[config.mk]
export PLATFORM = sky130hd
export DESIGN_NAME = state_timer_setup_clocking
export DESIGN_NICKNAME = d
export VERILOG_FILES = /design/src/state_timer_pkg.sv /design/src/state_timer_setup_clocking.sv
export SDC_FILE = /design/constraint.sdc
export NUM_CORES = 1
export LEC_CHECK = 0
export ABC_CLOCK_PERIOD_IN_PS = 22300
export BUFFER_PORTS_ARGS = -buffer_cell sky130_fd_sc_hd__buf_2
export CAP_MARGIN = 25
export CORE_ASPECT_RATIO = 1.5
export CORE_MARGIN = 2
export CORE_UTILIZATION = 40
export DETAILED_ROUTE_END_ITERATION = 16
export MAX_ROUTING_LAYER = met4
export PLACE_DENSITY = 0.58
export SYNTH_ARGS = -nofsm -noshare
export SYNTH_HDL_FRONTEND = slang
export SYNTH_SLANG_ARGS = --single-unit
[constraint.sdc]
create_clock -name core_clk_in -period 22.3 [get_ports core_clk_in]
set_input_delay 4.46 -clock core_clk_in [delete_from_list [all_inputs] [get_ports core_clk_in]]
set_output_delay 4.46 -clock core_clk_in [all_outputs]
set_load 0.05 [all_outputs]
[src/state_timer_pkg.sv]
// Constants, register map and carrier types of the state timer front-end
package state_timer_pkg;
  localparam int ADDR_W = 12;
  localparam int DATA_W = 32;
  localparam int BE_W = 4;
  localparam int HALF_W = 16;
  localparam int NUM_IN = 4;
  localparam int NUM_OUT = 4;
  localparam int NUM_MATCH = 4;
  localparam int NUM_CAP = 4;
  localparam int NUM_DMA = 2;
  localparam int NUM_EV = NUM_MATCH + NUM_IN;
  localparam int IN_IDX_W = 2;
  localparam int PRESCALE_W = 8;
  // Byte offsets of single registers
  localparam logic [ADDR_W-1:0] OFF_SETUP = 12'h000;
  localparam logic [ADDR_W-1:0] OFF_CTRL = 12'h004;
  localparam logic [ADDR_W-1:0] OFF_COUNT = 12'h008;
  localparam logic [ADDR_W-1:0] OFF_FLAG = 12'h00C;
  localparam logic [ADDR_W-1:0] OFF_INTEN = 12'h010;
  localparam logic [ADDR_W-1:0] OFF_INPUT = 12'h014;
  localparam logic [ADDR_W-1:0] OFF_OUTPUT = 12'h018;
  localparam logic [ADDR_W-1:0] OFF_DMA0 = 12'h01C;
  localparam logic [ADDR_W-1:0] OFF_DMA1 = 12'h020;
  // Banks of eight words for indexed registers
  localparam int BANK_LSB = 5;
  localparam int IDX_LSB = 2;
  localparam int BANK_W = ADDR_W - BANK_LSB;
  localparam int IDX_W = BANK_LSB - IDX_LSB;
  localparam logic [BANK_W-1:0] BANK_MATCH = 7'h02;
  localparam logic [BANK_W-1:0] BANK_RELOAD = 7'h03;
  localparam logic [BANK_W-1:0] BANK_CAP = 7'h04;
  localparam logic [BANK_W-1:0] BANK_CAPSEL = 7'h05;
  // Setup word layout and reset
  localparam logic [DATA_W-1:0] SETUP_RESET = 32'h0000_0000;
  localparam logic [DATA_W-1:0] SETUP_USED_MASK = 32'h0000_01FF;
  localparam logic [BE_W-1:0] FULL_WORD_BE = 4'hF;
  localparam int CLOCK_INPUT_EDGE_SELECT_EDGE_BIT = 0;
  localparam int CLOCK_INPUT_EDGE_SELECT_IDX_LSB = 1;
  localparam int CLOCK_INPUT_EDGE_SELECT_BAD_BIT = 3;
  // Control word layout
  localparam int RUN_L_BIT = 0;
  localparam int RUN_H_BIT = 1;
  localparam int PRESCALE_LSB = 8;
  localparam logic [DATA_W-1:0] CTRL_RESET = 32'h0000_0000;
  localparam logic [DATA_W-1:0] CTRL_USED_MASK = 32'h0000_FF03;
  localparam logic [HALF_W-1:0] HALF_ONE = 16'h0001;
  localparam logic [HALF_W-1:0] HALF_TOP = 16'hFFFF;
  localparam logic [DATA_W-1:0] WORD_ONE = 32'h0000_0001;
  localparam logic [PRESCALE_W-1:0] PRESCALE_ONE = 8'h01;

  typedef enum logic [1:0] {
    CM_SYSTEM = 2'b00,
    CM_SAMPLED = 2'b01,
    CM_INPUT = 2'b10,
    CM_ASYNC = 2'b11
  } clock_mode_t;

  typedef struct packed {
    logic [22:0] reserved;
    logic upper_reload_inhibit;
    logic lower_reload_inhibit;
    logic [3:0] clock_input_edge_select;
    clock_mode_t clock_source_mode;
    logic counter_merge_select;
  } setup_t;

  typedef struct packed {
    logic [ADDR_W-1:0] addr;
    logic [DATA_W-1:0] wdata;
    logic [BE_W-1:0] be;
    logic wr;
    logic rd;
  } bus_req_t;
endpackage : state_timer_pkg

[src/state_timer_setup_clocking.sv]
// State timer setup word, clock front-end, counters and event register groups
// What this block does
// - Merge bit joins two 16-bit halves
// - Mode 0: count on every system clock
// - Mode 1: count only on sampled edges
// - Mode 2: synced edge clocks counters and events, outputs change at once
// - Mode 3: raw edge clocks, outputs follow
// - Select code: bit0 edge, bits 2:1 input, bit3 set blocks ticks
// - Lower inhibit stops reloads, both when merged
// - Upper inhibit stops upper reloads, unmerged only
// - Inhibit bits writable at any time
// - Setup takes word writes, else error
// - Selected events capture counter per register
// - Two DMA lines, one select bit/event
// - Extra DMA bit fires on reload
// - One sticky flag per event
// - Enabled flags request the interrupt
// - Input register reads timer inputs
// - Output register sets and reads outputs
// - Match reloads at each counter cycle start
`timescale 1ns/1ns
`default_nettype none

module state_timer_setup_clocking
  import state_timer_pkg::*;
(
  input wire logic core_clk_in,
  input wire logic rst_in,
  input wire logic [ADDR_W-1:0] bus_addr_in,
  input wire logic [DATA_W-1:0] bus_wdata_in,
  input wire logic [BE_W-1:0] bus_be_in,
  input wire logic bus_wr_in,
  input wire logic bus_rd_in,
  output logic [DATA_W-1:0] bus_rdata_out,
  output logic bus_err_out,
  input wire logic [NUM_IN-1:0] timer_in_in,
  output logic [NUM_OUT-1:0] timer_out_out,
  output logic [NUM_DMA-1:0] dma_req_out,
  output logic irq_out
);

  // ************************************************************
  // Bus decode
  // ************************************************************
  bus_req_t req;
  wire logic [BANK_W-1:0] bank;
  wire logic [IDX_W-1:0] idx;
  wire logic wr_setup;
  wire logic setup_ok;

  // Request bundle and address fields
  assign req = '{addr: bus_addr_in, wdata: bus_wdata_in, be: bus_be_in,
                 wr: bus_wr_in, rd: bus_rd_in};
  assign bank = req.addr[ADDR_W-1:BANK_LSB];
  assign idx = req.addr[BANK_LSB-1:IDX_LSB];
  assign wr_setup = req.wr && (req.addr == OFF_SETUP);
  assign setup_ok = wr_setup && (req.be == FULL_WORD_BE);

  // ************************************************************
  // Setup word and control word
  // ************************************************************
  setup_t setup_reg;
  logic [DATA_W-1:0] ctrl_reg;
  logic err_reg;
  wire clock_mode_t mode;
  wire logic merge;

  assign mode = setup_reg.clock_source_mode;
  assign merge = setup_reg.counter_merge_select;

  // Setup loads only on full-word writes; a partial write errors instead
  always_ff @(posedge core_clk_in or posedge rst_in) begin
    if (rst_in) begin
      setup_reg <= setup_t'(SETUP_RESET);
      ctrl_reg <= CTRL_RESET;
      err_reg <= 1'b0;
    end else begin
      if (setup_ok) setup_reg <= setup_t'(req.wdata & SETUP_USED_MASK);
      if (req.wr && (req.addr == OFF_CTRL)) ctrl_reg <= req.wdata & CTRL_USED_MASK;
      err_reg <= wr_setup && !setup_ok;
    end
  end

  // ************************************************************
  // Input sampling and clock-input edge
  // ************************************************************
  logic [NUM_IN-1:0] in_meta_reg;
  logic [NUM_IN-1:0] in_sync_reg;
  logic [NUM_IN-1:0] in_prev_reg;
  logic [NUM_IN-1:0] raw_reg;
  logic [NUM_IN-1:0] raw_prev_reg;
  wire logic [IN_IDX_W-1:0] ck_idx;
  wire logic ck_fall;
  wire logic ck_valid;
  wire logic sync_edge;
  wire logic raw_edge;

  // Two-stage synchroniser plus a one-stage sample for the direct mode
  always_ff @(posedge core_clk_in or posedge rst_in) begin
    if (rst_in) begin
      in_meta_reg <= '0;
      in_sync_reg <= '0;
      in_prev_reg <= '0;
      raw_reg <= '0;
      raw_prev_reg <= '0;
    end else begin
      in_meta_reg <= timer_in_in;
      in_sync_reg <= in_meta_reg;
      in_prev_reg <= in_sync_reg;
      raw_reg <= timer_in_in;
      raw_prev_reg <= raw_reg;
    end
  end

  // Even codes rise, odd codes fall, input is code over two
  assign ck_idx = setup_reg.clock_input_edge_select[CLOCK_INPUT_EDGE_SELECT_IDX_LSB +: IN_IDX_W];
  assign ck_fall = setup_reg.clock_input_edge_select[CLOCK_INPUT_EDGE_SELECT_EDGE_BIT];
  assign ck_valid = !setup_reg.clock_input_edge_select[CLOCK_INPUT_EDGE_SELECT_BAD_BIT];
  // Pulses of one cycle or more are always seen by the sampler
  assign sync_edge = ck_fall ? (in_prev_reg[ck_idx] && !in_sync_reg[ck_idx])
                             : (!in_prev_reg[ck_idx] && in_sync_reg[ck_idx]);
  // Direct mode trusts the source to run no faster than half rate
  assign raw_edge = ck_fall ? (raw_prev_reg[ck_idx] && !raw_reg[ck_idx])
                            : (!raw_prev_reg[ck_idx] && raw_reg[ck_idx]);

  // ************************************************************
  // Clock scheme: count tick and event enable
  // ************************************************************
  logic tick;
  logic event_en;

  // Mode selects what advances the counters and the event logic
  always_comb begin
    tick = 1'b0;
    event_en = 1'b0;
    case (mode)
      CM_SYSTEM: begin
        tick = 1'b1;
        event_en = 1'b1;
      end
      CM_SAMPLED: begin
        tick = sync_edge && ck_valid;
        event_en = 1'b1;
      end
      CM_INPUT: begin
        tick = sync_edge && ck_valid;
        event_en = tick;
      end
      CM_ASYNC: begin
        tick = raw_edge && ck_valid;
        event_en = tick;
      end
      default: begin
        tick = 1'b0;
        event_en = 1'b0;
      end
    endcase
  end

  // ************************************************************
  // Prescaler and counters
  // ************************************************************
  logic [PRESCALE_W-1:0] presc_reg;
  logic [HALF_W-1:0] cnt_l_reg;
  logic [HALF_W-1:0] cnt_h_reg;
  logic [HALF_W-1:0] cnt_l_next;
  logic [HALF_W-1:0] cnt_h_next;
  logic [DATA_W-1:0] match_reg [NUM_MATCH];
  logic [DATA_W-1:0] reload_reg [NUM_MATCH];
  wire logic [PRESCALE_W-1:0] presc_div;
  wire logic adv;
  wire logic adv_l;
  wire logic adv_h;
  wire logic [DATA_W-1:0] cnt_full;
  wire logic limit_u;
  wire logic limit_l;
  wire logic limit_h;
  wire logic start_l;
  wire logic start_h;

  assign presc_div = ctrl_reg[PRESCALE_LSB +: PRESCALE_W];
  assign adv = tick && (presc_reg == presc_div);
  assign adv_l = adv && ctrl_reg[RUN_L_BIT];
  assign adv_h = adv && ctrl_reg[RUN_H_BIT] && !merge;
  assign cnt_full = {cnt_h_reg, cnt_l_reg};
  // Limit is a match on match register 0 of the active width
  assign limit_u = cnt_full == match_reg[0];
  assign limit_l = cnt_l_reg == match_reg[0][HALF_W-1:0];
  assign limit_h = cnt_h_reg == match_reg[0][DATA_W-1:HALF_W];
  assign start_l = adv_l && (merge ? limit_u : limit_l);
  assign start_h = adv_h && limit_h;

  // Next counts: one 32-bit counter or two independent halves
  always_comb begin
    cnt_l_next = cnt_l_reg;
    cnt_h_next = cnt_h_reg;
    if (merge) begin
      if (adv_l) {cnt_h_next, cnt_l_next} = limit_u ? '0 : cnt_full + WORD_ONE;
    end else begin
      if (adv_l) cnt_l_next = limit_l ? '0 : cnt_l_reg + HALF_ONE;
      if (adv_h) cnt_h_next = limit_h ? '0 : cnt_h_reg + HALF_ONE;
    end
  end

  // Prescaler steps on ticks; counters step on prescaler wrap
  always_ff @(posedge core_clk_in or posedge rst_in) begin
    if (rst_in) begin
      presc_reg <= '0;
      cnt_l_reg <= '0;
      cnt_h_reg <= '0;
    end else begin
      if (tick) presc_reg <= adv ? '0 : presc_reg + PRESCALE_ONE;
      cnt_l_reg <= cnt_l_next;
      cnt_h_reg <= cnt_h_next;
    end
  end

  // ************************************************************
  // Match reload and events
  // ************************************************************
  wire logic reload_lo;
  wire logic reload_hi;
  wire logic reload_any;
  wire logic [NUM_MATCH-1:0] match_wr;
  wire logic [NUM_MATCH-1:0] ev_match;
  wire logic [NUM_IN-1:0] ev_in;
  wire logic [NUM_EV-1:0] events;

  // Lower inhibit covers both halves when merged; upper is then ignored
  assign reload_lo = start_l && !setup_reg.lower_reload_inhibit;
  assign reload_hi = merge ? reload_lo
                           : (start_h && !setup_reg.upper_reload_inhibit);
  assign reload_any = reload_lo || reload_hi;
  assign ev_in = {NUM_IN{event_en}} & in_sync_reg & ~in_prev_reg;
  assign events = {ev_in, ev_match};

  logic [DATA_W-1:0] cap_reg [NUM_CAP];
  logic [NUM_EV-1:0] capsel_reg [NUM_CAP];

  // Per match register: write, reload by halves and compare
  genvar k;
  generate
    for (k = 0; k < NUM_MATCH; k++) begin : g_match
      assign match_wr[k] = req.wr && (bank == BANK_MATCH) && (idx == IDX_W'(k));
      assign ev_match[k] = event_en && (merge ? (cnt_full == match_reg[k]) :
          ((cnt_l_reg == match_reg[k][HALF_W-1:0]) ||
           (cnt_h_reg == match_reg[k][DATA_W-1:HALF_W])));
      always_ff @(posedge core_clk_in or posedge rst_in) begin
        if (rst_in) begin
          match_reg[k] <= '0;
          reload_reg[k] <= '0;
        end else begin
          if (match_wr[k]) match_reg[k] <= req.wdata;
          if (reload_lo) match_reg[k][HALF_W-1:0] <= reload_reg[k][HALF_W-1:0];
          if (reload_hi) match_reg[k][DATA_W-1:HALF_W] <= reload_reg[k][DATA_W-1:HALF_W];
          if (req.wr && (bank == BANK_RELOAD) && (idx == IDX_W'(k))) reload_reg[k] <= req.wdata;
        end
      end
    end
    // Per capture register: own event select, copies the count
    for (k = 0; k < NUM_CAP; k++) begin : g_cap
      always_ff @(posedge core_clk_in or posedge rst_in) begin
        if (rst_in) begin
          cap_reg[k] <= '0;
          capsel_reg[k] <= '0;
        end else begin
          if (req.wr && (bank == BANK_CAPSEL) && (idx == IDX_W'(k)))
            capsel_reg[k] <= req.wdata[NUM_EV-1:0];
          if (|(events & capsel_reg[k])) cap_reg[k] <= cnt_full;
        end
      end
    end
  endgenerate

  // ************************************************************
  // DMA requests, flags, interrupt, software outputs
  // ************************************************************
  logic [NUM_EV:0] dmasel_reg [NUM_DMA];
  logic [NUM_DMA-1:0] dma_reg;
  logic [NUM_EV-1:0] flag_reg;
  logic [NUM_EV-1:0] inten_reg;
  logic irq_reg;
  logic [NUM_OUT-1:0] out_pend_reg;
  logic [NUM_OUT-1:0] out_reg;
  wire logic [NUM_EV-1:0] flag_next;
  wire logic [NUM_OUT-1:0] out_pend_next;
  wire logic out_apply;
  wire logic [NUM_DMA-1:0] dma_next;
  wire logic [NUM_DMA-1:0] dma_wr;

  assign dma_wr = {req.wr && (req.addr == OFF_DMA1), req.wr && (req.addr == OFF_DMA0)};
  generate
    for (k = 0; k < NUM_DMA; k++) begin : g_dma
      assign dma_next[k] = (|(events & dmasel_reg[k][NUM_EV-1:0])) ||
                           (dmasel_reg[k][NUM_EV] && reload_any);
      always_ff @(posedge core_clk_in or posedge rst_in) begin
        if (rst_in) dmasel_reg[k] <= '0;
        else if (dma_wr[k]) dmasel_reg[k] <= req.wdata[NUM_EV:0];
      end
    end
  endgenerate

  // Write-one clears a flag, but a new event in that cycle wins
  assign flag_next = (flag_reg & ~((req.wr && (req.addr == OFF_FLAG)) ?
                      req.wdata[NUM_EV-1:0] : '0)) | events;
  assign out_pend_next = (req.wr && (req.addr == OFF_OUTPUT)) ?
                         req.wdata[NUM_OUT-1:0] : out_pend_reg;
  // In direct mode the pins only change on the input clock edge
  assign out_apply = (mode != CM_ASYNC) || tick;

  // Flags, enables, requests and output levels
  always_ff @(posedge core_clk_in or posedge rst_in) begin
    if (rst_in) begin
      flag_reg <= '0;
      inten_reg <= '0;
      irq_reg <= 1'b0;
      dma_reg <= '0;
      out_pend_reg <= '0;
      out_reg <= '0;
    end else begin
      flag_reg <= flag_next;
      if (req.wr && (req.addr == OFF_INTEN)) inten_reg <= req.wdata[NUM_EV-1:0];
      irq_reg <= |(flag_next & inten_reg);
      dma_reg <= dma_next;
      out_pend_reg <= out_pend_next;
      if (out_apply) out_reg <= out_pend_next;
    end
  end

  // ************************************************************
  // Read path
  // ************************************************************
  logic [DATA_W-1:0] rd_mux;
  logic [DATA_W-1:0] rdata_reg;
  wire logic idx_ok;

  assign idx_ok = idx < IDX_W'(NUM_MATCH);

  // Unmapped addresses read as zero
  always_comb begin
    rd_mux = '0;
    case (req.addr)
      OFF_SETUP: rd_mux = setup_reg;
      OFF_CTRL: rd_mux = ctrl_reg;
      OFF_COUNT: rd_mux = cnt_full;
      OFF_FLAG: rd_mux = DATA_W'(flag_reg);
      OFF_INTEN: rd_mux = DATA_W'(inten_reg);
      OFF_INPUT: rd_mux = DATA_W'(in_sync_reg);
      OFF_OUTPUT: rd_mux = DATA_W'(out_reg);
      OFF_DMA0: rd_mux = DATA_W'(dmasel_reg[0]);
      OFF_DMA1: rd_mux = DATA_W'(dmasel_reg[1]);
      default: begin
        if (idx_ok && (bank == BANK_MATCH)) rd_mux = match_reg[idx[IN_IDX_W-1:0]];
        else if (idx_ok && (bank == BANK_RELOAD)) rd_mux = reload_reg[idx[IN_IDX_W-1:0]];
        else if (idx_ok && (bank == BANK_CAP)) rd_mux = cap_reg[idx[IN_IDX_W-1:0]];
        else if (idx_ok && (bank == BANK_CAPSEL))
          rd_mux = DATA_W'(capsel_reg[idx[IN_IDX_W-1:0]]);
        else rd_mux = '0;
      end
    endcase
  end

  // Read data stand for one cycle after the strobe
  always_ff @(posedge core_clk_in or posedge rst_in) begin
    if (rst_in) rdata_reg <= '0;
    else rdata_reg <= req.rd ? rd_mux : '0;
  end

  assign bus_rdata_out = rdata_reg;
  assign bus_err_out = err_reg;
  assign timer_out_out = out_reg;
  assign dma_req_out = dma_reg;
  assign irq_out = irq_reg;

  // ************************************************************
  // Assertions
  // ************************************************************
  a_setup_partial: assert property (@(posedge core_clk_in) disable iff (rst_in)
    (wr_setup && (req.be != FULL_WORD_BE)) |=> (bus_err_out && $stable(setup_reg)))
    else $error("partial setup write not refused");
  a_setup_load: assert property (@(posedge core_clk_in) disable iff (rst_in)
    setup_ok |=> (setup_reg == $past(req.wdata & SETUP_USED_MASK)))
    else $error("setup word did not load");
  a_mode_system: assert property (@(posedge core_clk_in) disable iff (rst_in)
    ((mode == CM_SYSTEM) && !merge && ctrl_reg[RUN_L_BIT] && (presc_reg == presc_div) &&
     !limit_l) |=> (cnt_l_reg == $past(cnt_l_reg) + HALF_ONE))
    else $error("system clock mode missed a tick");
  a_sampled_gate: assert property (@(posedge core_clk_in) disable iff (rst_in)
    ((mode == CM_SAMPLED) && !sync_edge) |=> ($stable(cnt_full) && $stable(presc_reg)))
    else $error("sampled mode ticked without edge");
  a_async_outputs: assert property (@(posedge core_clk_in) disable iff (rst_in)
    ((mode == CM_ASYNC) && !tick) |=> $stable(timer_out_out))
    else $error("outputs moved off the input clock");
  a_merge_carry: assert property (@(posedge core_clk_in) disable iff (rst_in)
    (merge && adv_l && !limit_u && (cnt_l_reg == HALF_TOP))
    |=> (cnt_l_reg == '0) && (cnt_h_reg == $past(cnt_h_reg) + HALF_ONE))
    else $error("merged counter carry lost");
  a_split_hold: assert property (@(posedge core_clk_in) disable iff (rst_in)
    (!merge && !adv_h) |=> $stable(cnt_h_reg))
    else $error("upper half moved while idle");
  a_lower_inhibit: assert property (@(posedge core_clk_in) disable iff (rst_in)
    (setup_reg.lower_reload_inhibit && !match_wr[0])
    |=> $stable(match_reg[0][HALF_W-1:0]))
    else $error("lower match reloaded while inhibited");
  a_upper_merged: assert property (@(posedge core_clk_in) disable iff (rst_in)
    (merge && start_l && !setup_reg.lower_reload_inhibit)
    |=> (match_reg[0][DATA_W-1:HALF_W] == $past(reload_reg[0][DATA_W-1:HALF_W])))
    else $error("merged upper reload missing");
  a_flag_sticky: assert property (@(posedge core_clk_in) disable iff (rst_in)
    (|events) |=> ((flag_reg & $past(events)) == $past(events)))
    else $error("event flag not set");
  a_irq_masked: assert property (@(posedge core_clk_in) disable iff (rst_in)
    (inten_reg == '0) |=> !irq_out)
    else $error("interrupt with all enables clear");
  a_dma_reload: assert property (@(posedge core_clk_in) disable iff (rst_in)
    (dmasel_reg[0][NUM_EV] && reload_any) |=> dma_req_out[0])
    else $error("reload did not raise dma request");
  a_capture_copy: assert property (@(posedge core_clk_in) disable iff (rst_in)
    (|(events & capsel_reg[0])) |=> (cap_reg[0] == $past(cnt_full)))
    else $error("capture missed counter value");
  a_input_read: assert property (@(posedge core_clk_in) disable iff (rst_in)
    (req.rd && (req.addr == OFF_INPUT))
    |=> (bus_rdata_out[NUM_IN-1:0] == $past(in_sync_reg)))
    else $error("input register read wrong");

endmodule : state_timer_setup_clocking

`default_nettype wire

# Word level (Yosys, flattened, before mapping)
# Cells that the tools add are included.
[totals]
mem_bits_rw = 0
n_memories = 0
latchBits = 0
rom_bits = 0
output_inout_bits = 40
input_bits = 56
register_bits = 565
[op_classes]
div_mod_pow = 0
n_bitwise = 14
n_reduce_logical = 86
magnitude_cmp = 3
shift = 0
mul = 0
muxes = 58
n_eq_ne = 34
n_addsub = 4
[ops]
columns = ["operator", "n"]
rows = [
  ["32-bit two-way mux", 15],
  ["32-bit case mux with 9 select lines", 1],
  ["16-bit two-way mux", 16],
  ["32-bit binary-select mux with 2-bit select", 3],
  ["16-bit == test", 8],
  ["32-bit == test", 4],
  ["8-bit bitwise AND", 8],
  ["8-bit OR reduction", 7],
  ["12-bit by 5-bit == test with 1-bit output, second input constant", 4],
  ["1-bit logical AND", 48],
  ["8-bit two-way mux", 5],
  ["16-bit by 1-bit adder with 16-bit output, second input constant", 2],
  ["32-bit by 1-bit adder with 32-bit output, second input constant", 1],
  ["12-bit by 4-bit == test with 1-bit output, second input constant", 2],
  ["2-bit nonzero test", 9],
  ["8-bit binary-select mux with 2-bit select", 1],
  ["7-bit by 2-bit == test with 1-bit output, second input constant", 2],
  ["7-bit by 3-bit == test with 1-bit output, second input constant", 2],
  ["12-bit by 3-bit == test with 1-bit output, second input constant", 1],
  ["12-bit by 6-bit == test with 1-bit output, second input constant", 1],
  ["12-bit logical NOT", 1],
  ["1-bit two-way mux", 11],
  ["8-bit by 1-bit adder with 8-bit output, second input constant", 1],
  ["4-bit bitwise AND", 2],
  ["other kinds (24)", 44],
]

# Depth between registers and ports, before layout
[logic_depth]
depth_word = 16
ltp_mapped = 11

# Worst setup path after synthesis
# OpenSTA, ideal clock, no wires.
[synth_timing]
path_kind = "input port to flip-flop"
startpoint = "input port bus_addr_in[8]"
endpoint = "register setup_reg (netlist bit merge)"
t_arrival_ns = 6.494
slack_ns = 15.679
cell_stages = 8
setup_ns = 0.128
path_buffers = 2
t_required_ns = 22.172
path_cell_list = "or4_4 > or4_1 > buf_4 > nor2_8 > nand2_1 > or2_1 > buf_2 > mux2_1"
[synth_via]
elab_chain_len = 3
[synth_lines]
columns = ["element", "line_no", "text"]
rows = [
  ["from (decl)", "state_timer_setup_clocking.sv:29", "input wire logic [ADDR_W-1:0] bus_addr_in,"],
  ["12-bit logical NOT", "state_timer_setup_clocking.sv:56", "assign wr_setup = req.wr && (req.addr == OFF_SETUP);"],
  ["1-bit logical AND", "state_timer_setup_clocking.sv:56", ""],
  ["1-bit logical AND", "state_timer_setup_clocking.sv:57", "assign setup_ok = wr_setup && (req.be == FULL_WORD_BE);"],
  ["to (signal assigned)", "state_timer_setup_clocking.sv:74", "setup_reg <= setup_t'(SETUP_RESET);"],
  ["to (signal assigned)", "state_timer_setup_clocking.sv:78", "if (setup_ok) setup_reg <= setup_t'(req.wdata & SETUP_USED_MASK);"],
  ["to (decl)", "state_timer_setup_clocking.sv:62", "setup_t setup_reg;"],
]
# Every way passes these cells.
# A chain may end at the register's enable or synchronous reset.

# Worst setup path in the final report
[layout_timing]
startpoint = "input port bus_addr_in[2]"
endpoint = "register rdata_reg[4], in the netlist bus_rdata_out[4]"
[layout_via]
elab_chain_len = 10
elab_cells_between_ends = 33
[layout_lines]
columns = ["element", "line_no", "text"]
rows = [
  ["2-bit inverter with 3-bit output (not written as such)", "n/a", ""],
  ["8-bit binary-select mux with 2-bit select", "state_timer_setup_clocking.sv:357", "rd_mux = DATA_W'(capsel_reg[idx[IN_IDX_W-1:0]]);"],
  ["8-bit two-way mux (not written as such) (2 in series)", "state_timer_setup_clocking.sv:357", ""],
  ["8-bit two-way mux", "state_timer_setup_clocking.sv:356", "else if (idx_ok && (bank == BANK_CAPSEL))"],
  ["32-bit two-way mux", "state_timer_setup_clocking.sv:355", "else if (idx_ok && (bank == BANK_CAP)) rd_mux = cap_reg[idx[IN_IDX_W-1:0]];"],
  ["32-bit two-way mux", "state_timer_setup_clocking.sv:354", "else if (idx_ok && (bank == BANK_RELOAD)) rd_mux = reload_reg[idx[IN_IDX_W-1:0]];"],
  ["32-bit two-way mux", "state_timer_setup_clocking.sv:353", "if (idx_ok && (bank == BANK_MATCH)) rd_mux = match_reg[idx[IN_IDX_W-1:0]];"],
  ["32-bit case mux with 9 select lines *", "state_timer_setup_clocking.sv:342", "case (req.addr)"],
  ["32-bit two-way mux *", "state_timer_setup_clocking.sv:366", "else rdata_reg <= req.rd ? rd_mux : '0;"],
  ["to (signal assigned)", "state_timer_setup_clocking.sv:366", ""],
  ["to (decl)", "state_timer_setup_clocking.sv:334", "logic [DATA_W-1:0] rdata_reg;"],
]
# Every way passes the cells marked *; elsewhere a longest branch is shown, timed or not. The select of a mux whose other input is x is not followed.

==> results.sh <==
export IMPL_status="completed"
export IMPL_synthXorXnorAreaFrac_pct=4.27
export IMPL_slew_headroom_pct=29.5
export IMPL_postCtsSetupBuffers=0
export IMPL_synthFlopType="dfrtp_1"
export IMPL_synth_top_family_by_area="multiplexers"
export IMPL_cts_root_buf="clkbuf_16"
export IMPL_syn_to_final_growth_pct=12.1
export IMPL_synth_edf_count=0
export IMPL_cts_buffers=59
export IMPL_synth_seq_cells=565
export IMPL_placementRows=120
export IMPL_grt_pass1_vias=20700
export IMPL_ys_seq_area_share_pct=49.5
export IMPL_fp_coreArea_um2=71000
export IMPL_num_io_pins=96
export IMPL_first_pass_iters=6
export IMPL_crit_fanout=73
export IMPL_synthArstFlopShare_pct=100
export IMPL_critPathRequiredTime_ns=22.79
export IMPL_antenna_left=0
export IMPL_drt_wl_total_um=89900
export IMPL_cts_tree="done"
export IMPL_cp_arrival_ns=7.62
export IMPL_powerDensity_nw_per_um2=70.8
export IMPL_place_ws_ns=13.31
export IMPL_antenna_found_initial=6
export IMPL_synthMuxAreaShare_pct=26.6
export IMPL_synth_distinct_cells=69
export IMPL_rsz0062_at_grt="no"
export IMPL_worst_pin_slew_ns=1.06
export IMPL_min_period_over_period_pct=31.9
export IMPL_crit_path_end_kind="register"
export IMPL_syn_cell_area_um2=28500
export IMPL_dr_total_vias=19800
export IMPL_ctsResizeCount=0
export IMPL_wl_per_cell_um=27.1
export IMPL_path_class="in -> reg"
export IMPL_hold_buffers=0
export IMPL_worstSkewPairLatency_ns=0.65
export IMPL_place_gp_congestion=0.939
export IMPL_start_util_pct=40.2
export IMPL_finalNetCount=2408
export IMPL_synth_warnings=0
export IMPL_first_iter_violations=1755
export IMPL_yosys_area_share_adder_pct=0.412
export IMPL_synth_compound_area_share_pct=8.45
export IMPL_drive_above_1_share_pct=26.1
export IMPL_p_leak_nw=14.6
export IMPL_drc=0
export IMPL_syn_area_per_cell_um2=12.2
export IMPL_h_tree_depth=2
export IMPL_finalSetupViolations=0
export IMPL_grt_max_degree=131
export IMPL_grt_pass1_wl_um=137000
export IMPL_fin_ws_ns=15.18
export IMPL_fmax_ghz=0.140
export IMPL_ir_worst_vdd_v=0.0000591
export IMPL_viasPerCell=5.97
export IMPL_grt_overflow_total=0
export IMPL_cts_buffer_depth=3
export IMPL_hold_violations=0
export IMPL_synth_cells=2341
export IMPL_io_buffers=95
export IMPL_synth_simple_area_share_pct=7.34
export IMPL_hpwl_um=59600
export IMPL_fin_tns_setup_ns=0
export IMPL_clock_sinks=565
export IMPL_clkTransAtPathRegs_ns=0.06
export IMPL_die_area_um2=73500
export IMPL_die_height_um=331
export IMPL_finClkSkew_ns=0.0466
export IMPL_syn_num_nets=2403
export IMPL_drv_cap=0
export IMPL_min_path_type="reg -> reg"
export IMPL_track_usage_pct=25.6
export IMPL_start_kind="input pin"
export IMPL_min_period_ns=7.12
export IMPL_slew_violations=0
export IMPL_die_x_um=222
-- cells in the mapped netlist (3+ instances only) --
| master | count | area (um^2) |
|---|---|---|
| a22oi_1 | 45 | 338 |
| ha_1 | 6 | 75.1 |
| inv_1 | 13 | 48.8 |
| a21oi_1 | 174 | 871 |
| a31oi_1 | 34 | 213 |
| nor3_2 | 3 | 30.0 |
| o21ai_0 | 50 | 250 |
| nand2_1 | 124 | 465 |
| a222oi_1 | 10 | 100 |
| mux2_2 | 241 | 2710 |
| and2_1 | 6 | 37.5 |
| or3_1 | 5 | 31.3 |
| mux4_2 | 107 | 2410 |
| dfrtp_1 | 565 | 14100 |
| nor2_1 | 168 | 631 |
| mux2_1 | 103 | 1160 |
| a31oi_2 | 4 | 50.1 |
| buf_1 | 20 | 75.1 |
| nand2b_1 | 11 | 68.8 |
| a22o_1 | 23 | 201 |
| nand4_1 | 37 | 231 |
| xor2_1 | 32 | 280 |
| a41oi_1 | 4 | 35.0 |
| buf_2 | 86 | 430 |
| nor3_1 | 11 | 55.1 |
| nor4_1 | 17 | 106 |
| o31ai_1 | 9 | 67.6 |
| nand3_1 | 23 | 115 |
| a221oi_1 | 13 | 114 |
| buf_4 | 17 | 128 |
| and3_1 | 14 | 87.6 |
| nor2b_1 | 12 | 75.1 |
| clkbuf_1 | 72 | 270 |
| mux2i_1 | 131 | 1310 |
| xnor2_1 | 107 | 937 |
-- critical path: stages --
cell      delay, ns
clkbuf_8       0.68
buf_4          0.87
mux4_2         0.64
a22o_1         0.25
a221oi_1       0.39
a31oi_1        0.15
-- placed cells by master (no fill, tap or decap), drive strengths merged, types with 19 or more instances in the layout --
cell,synthesis,layout
xor2,32,32
mux2,344,344
a22o,23,23
dfrtp,565,565
a31oi,38,38
a21oi,175,175
buf,124,139
clkbuf,72,75
nor2,170,170
nand4,37,37
nand3,23,23
xnor2,107,107
mux2i,131,131
nand2,124,124
mux4,107,107
nor4,19,19
a22oi,45,45
o21ai,52,52
-- cells by family after synthesis --
kind of cell    Yosys count
mux                     582
fa+ha+maj                10
simple gates            449
compound gates          387
buf+inv                 209
xor+xnor                139
flops                   565
-- area by class of cell --
cell class,count,area (um^2)
Tap cell,915,1140
Antenna cell,4,10.0
Clock buffer,74,1680
Sequential cell,565,14100
Inverter,13,56.3
Fill cell,6562,39000
Timing Repair Buffer,140,941
Clock inverter,36,499
Multi-Input combinational cell,1567,13500
-- worst paths after layout --
check | end | depth (start not counted) | slack [ns] | start
worst max-delay path | bus_rdata_out[4] | 6 | 15.18 | bus_addr_in[2]
worst min-delay path | raw_prev_reg[3] | 0 | 0.39 | raw_reg[3]
worst max register to register | match_reg[106] | 11 | 17.54 | cnt_h_reg[2]
worst min register to register | raw_prev_reg[3] | 0 | 0.39 | raw_reg[3]
max in group asynchronous | raw_reg[2] | 7 | 15.19 | rst_in
min in group asynchronous | reload_reg[86] | 2 | 3.97 | rst_in
-- metrics by stage --
step | util (%) | cells | total power [W] | hold WS [ns] | area, um^2
floorplan | - | 2341 | 0.00114 | 0.367 | 28500
global placement | 41.8 | 3193 | 0.00118 | 0.375 | 29700
detailed placement | 41.8 | 3194 | 0.00119 | 0.380 | 29700
CTS | 44.9 | 3304 | 0.00229 | 0.394 | 31900
global route | 45.1 | 3314 | 0.00234 | 0.415 | 32000
finish | 45.1 | 3314 | 0.00227 | 0.391 | 32000
-- report_power, final --
| part | total (W) | switching (W) | internal, W | leakage, nW |
|---|---|---|---|---|
| combinational | 0.000115 | 0.0000775 | 0.0000377 | 6.35 |
| sequential | 0.00105 | 0.0000143 | 0.00104 | 7.17 |
| clock | 0.00110 | 0.000438 | 0.000660 | 1.06 |
-- routing by layer --
metal	wire, um	global-route usage, %	share of wire, %
met1	33900	28.9	38
met2	46800	44.7	52
met3	4360	3.36	4.8
met4	4860	12.8	5.4
met5	0	-	0
No activity file was read; power rests on OpenSTA's default activity.
